==> config.mk <==
export PLATFORM = sky130hd
export DESIGN_NAME = dsasc_top
export DESIGN_NICKNAME = d
export VERILOG_FILES = /design/src/verilog/dsasc_pkg.sv /design/src/verilog/dsasc_top.sv /design/src/verilog/dsasc_exec.sv
export VERILOG_INCLUDE_DIRS = /design/src /design/src/verilog
export SDC_FILE = /design/constraint.sdc
export NUM_CORES = 1
export LEC_CHECK = 0
export BUFFER_PORTS_ARGS = -buffer_cell sky130_fd_sc_hd__buf_2
export CAP_MARGIN = 20
export CORE_MARGIN = 2
export CORE_UTILIZATION = 40
export CTS_CLUSTER_SIZE = 12
export DETAILED_ROUTE_END_ITERATION = 10
export PLACE_DENSITY_LB_ADDON = 0.12
export SYNTH_ARGS = -nofsm -noshare
export SYNTH_HDL_FRONTEND = slang
export SYNTH_SLANG_ARGS = --single-unit
export TNS_END_PERCENT = 20
==> constraint.sdc <==
create_clock -name pclk -period 4.93 [get_ports pclk]
set_input_delay 0.986 -clock pclk [delete_from_list [all_inputs] [get_ports pclk]]
set_output_delay 0.986 -clock pclk [all_outputs]
set_load 0.05 [all_outputs]
==> src/verilog/dsasc_regs.svh <==
/*
 * dsasc_regs.svh: offsets, field positions, reset values and op codes for the
 * double shift / set-on-condition datapath.
 * assumes: included by bare name from the design modules, the checker and the testbench.
 */
`ifndef DSASC_REGS_SVH
`define DSASC_REGS_SVH

// register byte offsets
`define DSASC_CTRL_OFF      12'h000
`define DSASC_DST_OFF       12'h004
`define DSASC_SRC_OFF       12'h008
`define DSASC_CNT_OFF       12'h00c
`define DSASC_FLAGS_OFF     12'h010
`define DSASC_RESULT_OFF    12'h014
`define DSASC_STATUS_OFF    12'h018
`define DSASC_ENV_OFF       12'h01c
`define DSASC_FAULTCODE_OFF 12'h020

// ctrl fields
`define DSASC_CTRL_GO       0
`define DSASC_CTRL_OP_LO    1
`define DSASC_CTRL_SIZE32   3
`define DSASC_CTRL_MEMDST   4
`define DSASC_CTRL_COND_LO  8

// op codes in ctrl[2:1]
`define DSASC_OP_SHL_IMM    2'h0
`define DSASC_OP_SHL_CNT    2'h1
`define DSASC_OP_SET_BYTE_ON_CONDITION      2'h2

// flag positions in the flags register
`define DSASC_CF  0
`define DSASC_PF  2
`define DSASC_AF  4
`define DSASC_ZF  6
`define DSASC_SF  7
`define DSASC_OF  11

// env fields (memory-side conditions reported by the pipeline)
`define DSASC_ENV_PMODE     0
`define DSASC_ENV_V86       1
`define DSASC_ENV_AC_EN     2
`define DSASC_ENV_CPL_LO    3
`define DSASC_ENV_NOWRITE   5
`define DSASC_ENV_NULLSEL   6
`define DSASC_ENV_SSLIM     7
`define DSASC_ENV_PAGEF     8
`define DSASC_ENV_UNALIGN   9

// status fields
`define DSASC_ST_DONE       0
`define DSASC_ST_FAULT_LO   1
`define DSASC_ST_ERRZERO    4

`define DSASC_FLAGS_RST     32'h0000_0002
`define DSASC_CPL_USER      2'h3

`endif

==> src/verilog/dsasc_pkg.sv <==
/*
 * dsasc_pkg: types shared by the datapath modules.
 * assumes: constants come from dsasc_regs.svh.
 */
package dsasc_pkg;
    typedef enum logic [2:0] {
        DSASC_FLT_NONE = 3'h0,
        DSASC_FLT_GP = 3'h1,
        DSASC_FLT_SS = 3'h2,
        DSASC_FLT_PF = 3'h3,
        DSASC_FLT_AC = 3'h4
    } dsasc_fault_t;

    typedef enum logic [1:0] {
        DSASC_IDLE = 2'b01,
        DSASC_EXEC = 2'b10
    } dsasc_state_t;
endpackage

==> src/verilog/dsasc_top.sv <==
/*
 * dsasc_top: APB-reached datapath for the double left shift and the
 * set-byte-on-condition group, with memory-destination fault checks.
 * assumes: APB master per AMBA rules; env bits are written by the memory
 * pipeline model through the env register before go.
 */
// The address map and register access over APB were decided locally.
// Contract
// - count-register form takes the count from the count register low byte
// - immediate form takes the count from the immediate byte
// - destination shifts left, source bits enter at bit 0
// - only count bits 4..0 are used
// - counts at or above operand size give undefined result and flags
// - carry gets destination bit at size minus count
// - one-bit shift sets overflow on sign change, else clears it
// - zero count changes nothing
// - register or memory destination, register source, 16 or 32 bits
// - upper destination bits take the bit count positions lower
// - low bits come from source bit index minus count plus size
// - sign, zero, parity follow result; overflow, adjust undefined otherwise
// - set-on-condition writes one when condition holds, else zero
// - greater and not-less-equal share a code: zero clear, sign equals overflow
// - protected-mode store to unwritable segment gives protection fault zero
// - protected-mode null data selector gives protection fault zero
// - stack limit violation gives stack fault, code zero in protected mode
// - page fault during memory access aborts with fault code
// - protected mode alignment fault needs checking on and privilege three
// - virtual-8086 alignment fault needs only checking on
`timescale 1ns/10ps
`include "dsasc_regs.svh"
module dsasc_top
    import dsasc_pkg::*;
#(
    parameter int ADDR_W = 12
) (
    input wire logic pclk,
    input wire logic presetn,
    input wire logic psel,
    input wire logic penable,
    input wire logic pwrite,
    input wire logic [ADDR_W-1:0] paddr,
    input wire logic [31:0] pwdata,
    input wire logic [3:0] pstrb,
    output logic [31:0] prdata,
    output logic pready,
    output logic pslverr,
    output logic busy
);
    if (ADDR_W < 8) begin : g_addr_chk
        $error("dsasc_top: ADDR_W too small for the map");
    end

    logic [31:0] ctrl_reg;
    logic [31:0] dst_reg;
    logic [31:0] src_reg;
    logic [31:0] cnt_reg;
    logic [31:0] flags_reg;
    logic [31:0] result_reg;
    logic [31:0] env_reg;
    logic [31:0] fault_code_reg;
    logic [31:0] status_reg;
    logic [31:0] prdata_reg;
    dsasc_state_t state_reg;

    function automatic logic [31:0] merge(input logic [31:0] old, input logic [31:0] val,
                                          input logic [3:0] strb);
        logic [31:0] r;
        r = old;
        for (int i = 0; i < 4; i++) begin
            if (strb[i]) begin
                r[i*8 +: 8] = val[i*8 +: 8];
            end
        end
        return r;
    endfunction

    // bus decode
    wire logic access = psel && penable;
    wire logic wr = access && pwrite;
    wire logic [11:0] off = 12'(paddr);
    wire logic hit_ctrl = off == `DSASC_CTRL_OFF;
    wire logic hit_dst = off == `DSASC_DST_OFF;
    wire logic hit_src = off == `DSASC_SRC_OFF;
    wire logic hit_cnt = off == `DSASC_CNT_OFF;
    wire logic hit_flags = off == `DSASC_FLAGS_OFF;
    wire logic hit_res = off == `DSASC_RESULT_OFF;
    wire logic hit_stat = off == `DSASC_STATUS_OFF;
    wire logic hit_env = off == `DSASC_ENV_OFF;
    wire logic hit_fcode = off == `DSASC_FAULTCODE_OFF;
    wire logic mapped = hit_ctrl | hit_dst | hit_src | hit_cnt | hit_flags | hit_res |
        hit_stat | hit_env | hit_fcode;
    // writes to the read-only registers are refused too
    wire logic bad = !mapped || (pwrite && (hit_res || hit_stat));
    wire logic exec_now = state_reg == DSASC_EXEC;

    assign pready = 1'b1;
    assign pslverr = access && bad;
    assign prdata = prdata_reg;
    assign busy = exec_now;

    wire logic [31:0] rd_mux = hit_ctrl ? ctrl_reg :
        hit_dst ? dst_reg :
        hit_src ? src_reg :
        hit_cnt ? cnt_reg :
        hit_flags ? flags_reg :
        hit_res ? result_reg :
        hit_stat ? status_reg :
        hit_env ? env_reg :
        hit_fcode ? fault_code_reg : 32'h0;

    // operation fields
    wire logic [1:0] op = ctrl_reg[`DSASC_CTRL_OP_LO +: 2];
    wire logic size32 = ctrl_reg[`DSASC_CTRL_SIZE32];
    // set_byte_on_condition is byte-only; the size bit only matters to the shift
    wire logic mem_dst = ctrl_reg[`DSASC_CTRL_MEMDST];
    wire logic [3:0] cond = ctrl_reg[`DSASC_CTRL_COND_LO +: 4];
    wire logic go = wr && hit_ctrl && pstrb[0] && pwdata[`DSASC_CTRL_GO] && !exec_now;

    // environment from the memory pipeline
    wire logic pmode = env_reg[`DSASC_ENV_PMODE];
    wire logic v86 = env_reg[`DSASC_ENV_V86];
    wire logic ac_en = env_reg[`DSASC_ENV_AC_EN];
    wire logic [1:0] current_privilege_level = env_reg[`DSASC_ENV_CPL_LO +: 2];
    wire logic no_write = env_reg[`DSASC_ENV_NOWRITE];
    wire logic null_sel = env_reg[`DSASC_ENV_NULLSEL];
    wire logic ss_limit = env_reg[`DSASC_ENV_SSLIM];
    wire logic page_miss = env_reg[`DSASC_ENV_PAGEF];
    wire logic unaligned = env_reg[`DSASC_ENV_UNALIGN];

    wire logic [31:0] ex_result;
    wire logic [31:0] ex_flags;
    wire logic ex_writes;

    dsasc_exec #(
        .WIDTH(32)
    ) u_exec (
        .op(op),
        .size32(size32),
        .cond(cond),
        .dst(dst_reg),
        .src(src_reg),
        .count_register_low_byte(cnt_reg[7:0]),
        .immediate_byte(ctrl_reg[23:16]),
        .flags_in(flags_reg),
        .result(ex_result),
        .flags_out(ex_flags),
        .writes_dst(ex_writes)
    );

    // fault priority: protection, stack, page, alignment
    wire logic general_protection_fault = mem_dst && pmode && !v86 &&
        (no_write || null_sel);
    wire logic stack_fault = mem_dst && ss_limit;
    wire logic page_fault = mem_dst && page_miss;
    wire logic align_pm = pmode && !v86 && current_privilege_level == `DSASC_CPL_USER;
    wire logic alignment_check_fault = mem_dst && unaligned && ac_en &&
        (align_pm || v86);
    wire dsasc_fault_t fault_kind = general_protection_fault ? DSASC_FLT_GP :
        stack_fault ? DSASC_FLT_SS :
        page_fault ? DSASC_FLT_PF :
        alignment_check_fault ? DSASC_FLT_AC : DSASC_FLT_NONE;
    // a register destination never faults; a zero-count shift still checks memory
    wire logic faulted = fault_kind != DSASC_FLT_NONE;
    // stack fault carries code zero in protected mode only; real mode has none
    wire logic err_zero = (fault_kind == DSASC_FLT_GP) || (fault_kind == DSASC_FLT_AC) ||
        ((fault_kind == DSASC_FLT_SS) && pmode);

    wire logic commit = exec_now && !faulted;
    wire logic [31:0] status_next = {27'h0, err_zero, fault_kind, 1'b1};

    always_ff @(posedge pclk or negedge presetn) begin
        if (!presetn) begin
            state_reg <= DSASC_IDLE;
        end else begin
            unique case (state_reg)
                DSASC_IDLE: state_reg <= go ? DSASC_EXEC : DSASC_IDLE;
                DSASC_EXEC: state_reg <= DSASC_IDLE;
                default: state_reg <= DSASC_IDLE;
            endcase
        end
    end

    always_ff @(posedge pclk or negedge presetn) begin
        if (!presetn) begin
            ctrl_reg <= 32'h0;
            src_reg <= 32'h0;
            cnt_reg <= 32'h0;
            env_reg <= 32'h0;
            fault_code_reg <= 32'h0;
            prdata_reg <= 32'h0;
        end else begin
            if (wr && hit_ctrl && !exec_now) begin
                ctrl_reg <= merge(ctrl_reg, pwdata, pstrb) & 32'hfffffffe;
            end
            if (wr && hit_src) begin
                src_reg <= merge(src_reg, pwdata, pstrb);
            end
            if (wr && hit_cnt) begin
                cnt_reg <= merge(cnt_reg, pwdata, pstrb);
            end
            if (wr && hit_env) begin
                env_reg <= merge(env_reg, pwdata, pstrb);
            end
            if (wr && hit_fcode) begin
                fault_code_reg <= merge(fault_code_reg, pwdata, pstrb);
            end
            if (psel && !penable && !pwrite) begin
                prdata_reg <= rd_mux;
            end
        end
    end

    // hardware commit wins over a bus write in the same cycle
    always_ff @(posedge pclk or negedge presetn) begin
        if (!presetn) begin
            dst_reg <= 32'h0;
            flags_reg <= `DSASC_FLAGS_RST;
            result_reg <= 32'h0;
            status_reg <= 32'h0;
        end else begin
            if (commit) begin
                if (ex_writes) begin
                    dst_reg <= ex_result;
                end
                flags_reg <= ex_flags;
                result_reg <= ex_result;
            end else if (wr && hit_dst) begin
                dst_reg <= merge(dst_reg, pwdata, pstrb);
            end else if (wr && hit_flags) begin
                flags_reg <= merge(flags_reg, pwdata, pstrb);
            end
            if (exec_now) begin
                status_reg <= status_next;
            end else if (go) begin
                status_reg <= 32'h0;
            end
        end
    end
endmodule

==> src/verilog/dsasc_exec.sv <==
/*
 * dsasc_exec: combinational core of the double left shift and set-on-condition.
 * assumes: operands stable while the caller samples the outputs.
 */
`timescale 1ns/10ps
`include "dsasc_regs.svh"
module dsasc_exec
    import dsasc_pkg::*;
#(
    parameter int WIDTH = 32
) (
    input wire logic [1:0] op,
    input wire logic size32,
    input wire logic [3:0] cond,
    input wire logic [WIDTH-1:0] dst,
    input wire logic [WIDTH-1:0] src,
    input wire logic [7:0] count_register_low_byte,
    input wire logic [7:0] immediate_byte,
    input wire logic [WIDTH-1:0] flags_in,
    output logic [WIDTH-1:0] result,
    output logic [WIDTH-1:0] flags_out,
    output logic writes_dst
);
    // flag positions and the byte select assume one 32-bit word
    if (WIDTH != 32) begin : g_width_chk
        $error("dsasc_exec: WIDTH must be 32");
    end

    function automatic logic cond_true(input logic [3:0] c, input logic [WIDTH-1:0] f);
        logic r;
        r = 1'b0;
        unique case (c[3:1])
            3'h0: r = f[`DSASC_OF];
            3'h1: r = f[`DSASC_CF];
            3'h2: r = f[`DSASC_ZF];
            3'h3: r = f[`DSASC_CF] | f[`DSASC_ZF];
            3'h4: r = f[`DSASC_SF];
            3'h5: r = f[`DSASC_PF];
            3'h6: r = f[`DSASC_SF] ^ f[`DSASC_OF];
            3'h7: r = f[`DSASC_ZF] | (f[`DSASC_SF] ^ f[`DSASC_OF]);
        endcase
        // odd codes negate; code 0xf is greater / not-less-equal alike
        return r ^ c[0];
    endfunction

    wire logic [7:0] raw_count = (op == `DSASC_OP_SHL_CNT) ?
        count_register_low_byte : immediate_byte;
    wire logic [4:0] count = raw_count[4:0];
    wire logic [5:0] size = size32 ? 6'd32 : 6'd16;
    wire logic shift_op = (op == `DSASC_OP_SHL_IMM) || (op == `DSASC_OP_SHL_CNT);
    // 16-bit form: the source sits right below the destination, 32-bit: full width
    wire logic [63:0] joined = size32 ? {dst, src} : {dst[15:0], src[15:0], 32'h0};
    wire logic [63:0] shifted = joined << count;
    wire logic [31:0] res32 = size32 ? shifted[63:32] : {dst[31:16], shifted[63:48]};
    wire logic [15:0] low16 = res32[15:0];
    wire logic msb_new = size32 ? res32[31] : res32[15];
    wire logic msb_old = size32 ? dst[31] : dst[15];
    // last bit out is dst[size-count]; undefined counts just reuse the same path
    wire logic [5:0] out_pos = size - {1'b0, count};
    wire logic carry_out = dst[out_pos[4:0]];
    wire logic zero_res = size32 ? (res32 == 32'h0) : (low16 == 16'h0);
    wire logic par_res = ~^res32[7:0];
    wire logic set_bit = cond_true(cond, flags_in);

    always_comb begin
        result = dst;
        flags_out = flags_in;
        writes_dst = 1'b0;
        if (shift_op && count != 5'h0) begin
            // counts >= size give an undefined but harmless value
            writes_dst = 1'b1;
            result = res32;
            flags_out[`DSASC_CF] = carry_out;
            flags_out[`DSASC_SF] = msb_new;
            flags_out[`DSASC_ZF] = zero_res;
            flags_out[`DSASC_PF] = par_res;
            flags_out[`DSASC_AF] = 1'b0;
            flags_out[`DSASC_OF] = msb_new ^ msb_old;
        end else if (op == `DSASC_OP_SET_BYTE_ON_CONDITION) begin
            writes_dst = 1'b1;
            result = {dst[31:8], 7'h0, set_bit};
        end
    end
endmodule

Word-level counts from Yosys, hierarchy flattened
Cells that the tools add are included.
W data, S select, Z words.
{ "totals": {"output_inout_bits": 35, "word_cells": 214, "regBits": 321, "inputBits": 53} }
{ "op_classes": {"magnitude_cmp": 1, "n_reduce_logical": 88, "n_eq_ne": 26, "bitwise_logic": 15, "shifts": 1, "n_mux": 48, "n_addsub": 1} }
{ "ops": {"columns": ["op", "n"], "rows": [
  ["$mux W32", 16],
  ["$mux W64", 1],
  ["$shl A64 B5 Y64", 1],
  ["$eq A12 B5 Y1 const B", 4],
  ["$mux W8", 6],
  ["$reduce_and A2 Y1", 20],
  ["$mux W12", 3],
  ["$logic_not A32 Y1", 1],
  ["$logic_and A1 B1 Y1", 30],
  ["$eq A12 B4 Y1 const B", 2],
  ["$reduce_and A4 Y1", 6],
  ["$logic_not A16 Y1", 1],
  ["$eq A3 B3 Y1 const B", 5],
  ["$reduce_bool A2 Y1", 7],
  ["$eq A12 B3 Y1 const B", 1],
  ["$eq A12 B6 Y1 const B", 1],
  ["$logic_not A12 Y1", 1],
  ["$mux W3", 4],
  ["$reduce_and A3 Y1", 4],
  ["$mux W1", 10],
  ["$mux W5", 2],
  ["$or A1 B1 Y1", 10],
  ["$eq A3 B2 Y1 const B", 3],
  ["$pmux W1 S8", 1],
  ["19 further kinds", 40]
]} }

Depth between registers and ports, before layout
{ "depth": {"ltp_word": 14, "depth_mapped": 20, "ltp_nobuf": 14} }

By module
A second synthesis with hierarchy kept.
{ "unflattened": {"cells_unflattened": 2040, "hier_area_um2": 20327.0} }
{ "by_module_without_submodules": {"columns": ["module", "instances", "seq_area_each_um2", "area_each_um2", "cells_per_inst"], "rows": [
  ["dsasc_top", 1, 7359.6, 13968.4, 1140],
  ["dsasc_exec", 1, 0.0, 6358.6, 900]
]} }

Least setup slack after synthesis
OpenSTA, ideal clock, no wires.
{ "synth_timing": {"path_kind": "input -> output", "startpoint": "input port paddr[9]", "endpoint": "output port pslverr", "required_time_ns": 3.944, "n_path_buf": 0, "stages": 8, "arrival_time_ns": 3.334, "setup_slack_ns": 0.610, "path_cell_list": "or4_1 -> or4b_2 -> nor2_2 -> nand2_1 -> nand3_1 -> nor3_1 -> o21ai_0 -> a21oi_1"} }
{ "synth_between": {"elab_chain_cells": 12, "elab_cells_between_ends": 22, "cone_classes": "eq/ne (8); bitwise (8); reduce/logical (6)"} }
{ "synth_lines": {"columns": ["item", "line_no", "text"], "rows": [
  ["start, declared", "dsasc_top.sv:41", "input wire logic [ADDR_W-1:0] paddr,"],
  ["$eq A12 B3 Y1 (no source line) or $logic_not A12 Y1 (tied branches)", null, null],
  ["$or A1 B1 Y1 (6 in series)", "dsasc_top.sv:90", "wire logic mapped = hit_ctrl | hit_dst | hit_src | hit_cnt | hit_flags | hit_res |"],
  ["$or A1 B1 Y1 (2 in series)", "dsasc_top.sv:91", "hit_stat | hit_env | hit_fcode;"],
  ["$logic_not A1 Y1", "dsasc_top.sv:93", "wire logic bad = !mapped || (pwrite && (hit_res || hit_stat));"],
  ["$logic_or A1 B1 Y1 *", "dsasc_top.sv:93", null],
  ["$logic_and A1 B1 Y1 *", "dsasc_top.sv:97", "assign pslverr = access && bad;"],
  ["end, declared", "dsasc_top.sv:46", "output logic pslverr,"]
]} }
Every way passes the cells marked *; elsewhere a longest branch is shown, timed or not.

Worst setup path after layout
{ "layout_timing": {"startpoint": "register ctrl_reg[3]", "endpoint": "register flags_reg[6]"} }
{ "layout_between": {"elab_chain_cells": 7, "elab_cells_between_ends": 8, "cone_classes": "shift (1); mux (5); reduce/logical (2)"} }
{ "layout_lines": {"columns": ["item", "line_no", "text"], "rows": [
  ["start, declared", "dsasc_top.sv:53", "logic [31:0] ctrl_reg;"],
  ["start signal, assigned", "dsasc_top.sv:193", "ctrl_reg <= merge(ctrl_reg, pwdata, pstrb) & 32'hfffffffe;"],
  ["$mux W64", "dsasc_exec.sv:52", "wire logic [63:0] joined = size32 ? {dst, src} : {dst[15:0], src[15:0], 32'h0};"],
  ["$shl A64 B5 Y64", "dsasc_exec.sv:53", "wire logic [63:0] shifted = joined << count;"],
  ["$mux W32", "dsasc_exec.sv:54", "wire logic [31:0] res32 = size32 ? shifted[63:32] : {dst[31:16], shifted[63:48]};"],
  ["$logic_not A32 Y1 or $logic_not A16 Y1 (tied branches)", "dsasc_exec.sv:61", "wire logic zero_res = size32 ? (res32 == 32'h0) : (low16 == 16'h0);"],
  ["$mux W1 *", "dsasc_exec.sv:61", null],
  ["$mux W2 *", "dsasc_exec.sv:69", "if (shift_op && count != 5'h0) begin"],
  ["$mux W12 *", "dsasc_top.sv:221", "if (commit) begin"],
  ["end signal, assigned", "dsasc_top.sv:217", "flags_reg <= `DSASC_FLAGS_RST;"],
  ["end signal, assigned", "dsasc_top.sv:225", "flags_reg <= ex_flags;"],
  ["end signal, assigned", "dsasc_top.sv:230", "flags_reg <= merge(flags_reg, pwdata, pstrb);"],
  ["end, declared", "dsasc_top.sv:57", "logic [31:0] flags_reg;"]
]} }
Every way passes the cells marked *; elsewhere a longest branch is shown, timed or not. The select of a mux whose other input is x is not followed.
A chain may end at the register's enable or synchronous reset.

==> impl_metrics.tcl <==
set metrics [dict create \
    area_growth_pct 15.7 \
    fin_util_pct 47.0 \
    ys_seq_area_share_pct 37.8 \
    syn_nets 2043 \
    multi_input_area_um2 11400 \
    cts_tree "yes" \
    holdPathStages 1 \
    power_uw 5360 \
    routed_wl_mm 94.7 \
    synthArstFlopShare_pct 100 \
    ant_nets 0 \
    start_util_pct 40.6 \
    relSlewSlack_pct 24.2 \
    irDropWorstVdd_mv 0.261 \
    synth_top_area_share_pct 37.5 \
    grt_pass1_wl_mm 135 \
    rsz0062_at_grt "false" \
    fmax_mhz 213 \
    worstMarginPinSlew_ps 1130 \
    cts_htree_levels 2 \
    clkSlewWorstSetupHoldPaths_ps 60 \
    holdBufCountCts 0 \
    synth_area_leaders "dfrtp_1 37%, mux2_2 13%, mux2i_1 6.3%" \
    yosysUniqueCellTypes 92 \
    worstRegToRegCells 14 \
    post-synth-top-count-cell "dfrtp_1" \
    synth-main-ff-cell "dfrtp_1" \
    grt_pass1_vias 18068 \
    syn_area_um2 19500 \
    avgSynthCellArea_um2 9.81 \
    setup_tns_ps 0 \
    overflow 0 \
    synth_edf_count 0 \
    cts_sinks 294 \
    cp_max_fo 23 \
    worstSetupPathType "flip-flop to flip-flop" \
    port_buffers 86 \
    finalHoldViolCount 0 \
    grt.total_usage_pct 37.4 \
    die_w_um 225 \
    ys_seq_elements 294 \
    clk-insertion-delay-late_ps 570 \
    syn_inst 1986 \
    crit_required_ps 5390 \
    drt_iter0_drc 2202 \
    drv_slew 0 \
    leakage_uw 0.00996 \
    fin_skew_ps 40.4 \
    num_vias 18620 \
    ys_warn_count 0 \
    io_pins 88 \
    setup_viol 0 \
    min_period_ps 4700 \
    maxCapViolCount 0 \
    root_buffer "clkbuf_16" \
    synth_top_area_cell "dfrtp_1" \
    yosys-top-cells-count "292 x dfrtp_1, 274 x nand2_1, 221 x mux2_2" \
    holdCritPathClass "flip-flop to flip-flop" \
    antenna_found_initial 0 \
    grt_start_max_net_pins 101 \
    remaining_drc_errors 0 \
    fin_nets 2186 \
    antenna-diode-count 0 \
    viasPerCell 6.73 \
    cts_made_buffers 34 \
    gp_congestion 1.03 \
    cts.path.max_buffers 3 \
    timing.final.crit_share_pct 95.4 \
    nFillCells 4556 \
    status "completed" \
    die_height_um 225 \
    drive_gt1_share_pct 28.4 \
    firstDrtPassIters 7 \
    num_rows 80 \
    dieArea_um2 50500 \
    setup_slack_ps 226 \
    cp-end-kind "flip-flop" \
    coreArea_um2 47900 \
    place_hpwl_mm 71.8 \
    post-place-ws_ps 292 \
    wl_per_cell_um 34.3 \
    seq_area_um2 7360 \
    cp-start-kind "flip-flop" \
    arrival_ps 5170 \
    power.density_nw_per_um2 238 \
]
[cell usage in the layout (no fill, tap or decap), types with 18 or more instances in the layout]
| cell | synthesis | layout |
|---|---|---|
| dfrtp_1 | 292 | 291 |
| nand2_1 | 274 | 274 |
| mux2_2 | 221 | 221 |
| buf_4 | 15 | 160 |
| o21ai_0 | 125 | 124 |
| mux2i_1 | 122 | 122 |
| nor2_1 | 124 | 122 |
| buf_2 | 40 | 86 |
| a21oi_1 | 76 | 74 |
| a211oi_1 | 49 | 49 |
| nand3_1 | 49 | 48 |
| mux4_2 | 41 | 41 |
| a221oi_1 | 34 | 34 |
| clkbuf_16 | 0 | 34 |
| o211ai_1 | 32 | 32 |
| nor3_1 | 29 | 28 |
| a31oi_1 | 22 | 22 |
| inv_1 | 19 | 19 |
| o22ai_1 | 18 | 18 |
[critical path, stage by stage, from the launching register on]
cell	delay, ps
dfrtp_4	670
buf_4	390
mux2_2	540
o211ai_1	230
o2111ai_1	180
nand4_1	500
a22oi_1	240
o211a_1	320
o21ai_0	400
ha_1	240
nand4_1	90
a211o_1	270
a211oi_1	190
nand4_1	150
o21ai_1	170
[path summary, 6_finish.rpt]
path | from | to | slack (ps)
worst max-delay path | ctrl_reg[3] | flags_reg[6] | 230
worst min-delay path | state_reg[1] | state_reg[1] | 450
worst max register to register | ctrl_reg[3] | flags_reg[6] | 230
worst min register to register | state_reg[1] | state_reg[1] | 450
max in group asynchronous | presetn | ctrl_reg[10] | 3390
min in group asynchronous | presetn | fault_code_reg[24] | 480
[cell families after synthesis]
logic type,synth area share [%]
simple gates,13.3
fa+ha+maj,0.257
xor+xnor,0.315
mux,24.4
buf+inv,4.15
flops,37.8
other cells,0.0192
compound gates,19.7
[per-layer routing]
layer	track usage, %	vias up	part of all wire (%)
met5	0	-	0
met4	19.6	0	5.9
met3	6.23	199	8.6
met2	57.2	1010	44
met1	51.1	9572	41
li1	-	7839	-
[stage by stage]
stage | hold slack [ps] | instances | cell area [um2]
after floorplan | 420 | 1986 | 19500
final | 449 | 2766 | 22500
after detailed placement | 438 | 2704 | 21400
after CTS | 453 | 2762 | 22500
after global placement | 432 | 2702 | 21400
after global routing | 463 | 2766 | 22500
[report_power, final]
group | leakage (uW) | internal (uW) | switching (uW)
combinational | 0.00543 | 66.8 | 229
clock | 0.000556 | 1550 | 1070
sequential | 0.00397 | 2430 | 12.8
total | 0.00996 | 4050 | 1310
[final cells by class]
class / count / area share, %
clock inverter: 8 / 0.722
sequential: 294 / 32.7
timing repair buffer: 255 / 8.02
inverter: 20 / 0.333
multi-input combinational: 1524 / 50.5
clock buffer: 50 / 4.35
tap: 615 / 3.41
[timing repair]
action,in CTS,in global routing
endpoints found under the setup margin,0,1
buffers inserted,0,3
gates resized for setup,0,1
Note: power is estimated with default switching activity, not from simulation.
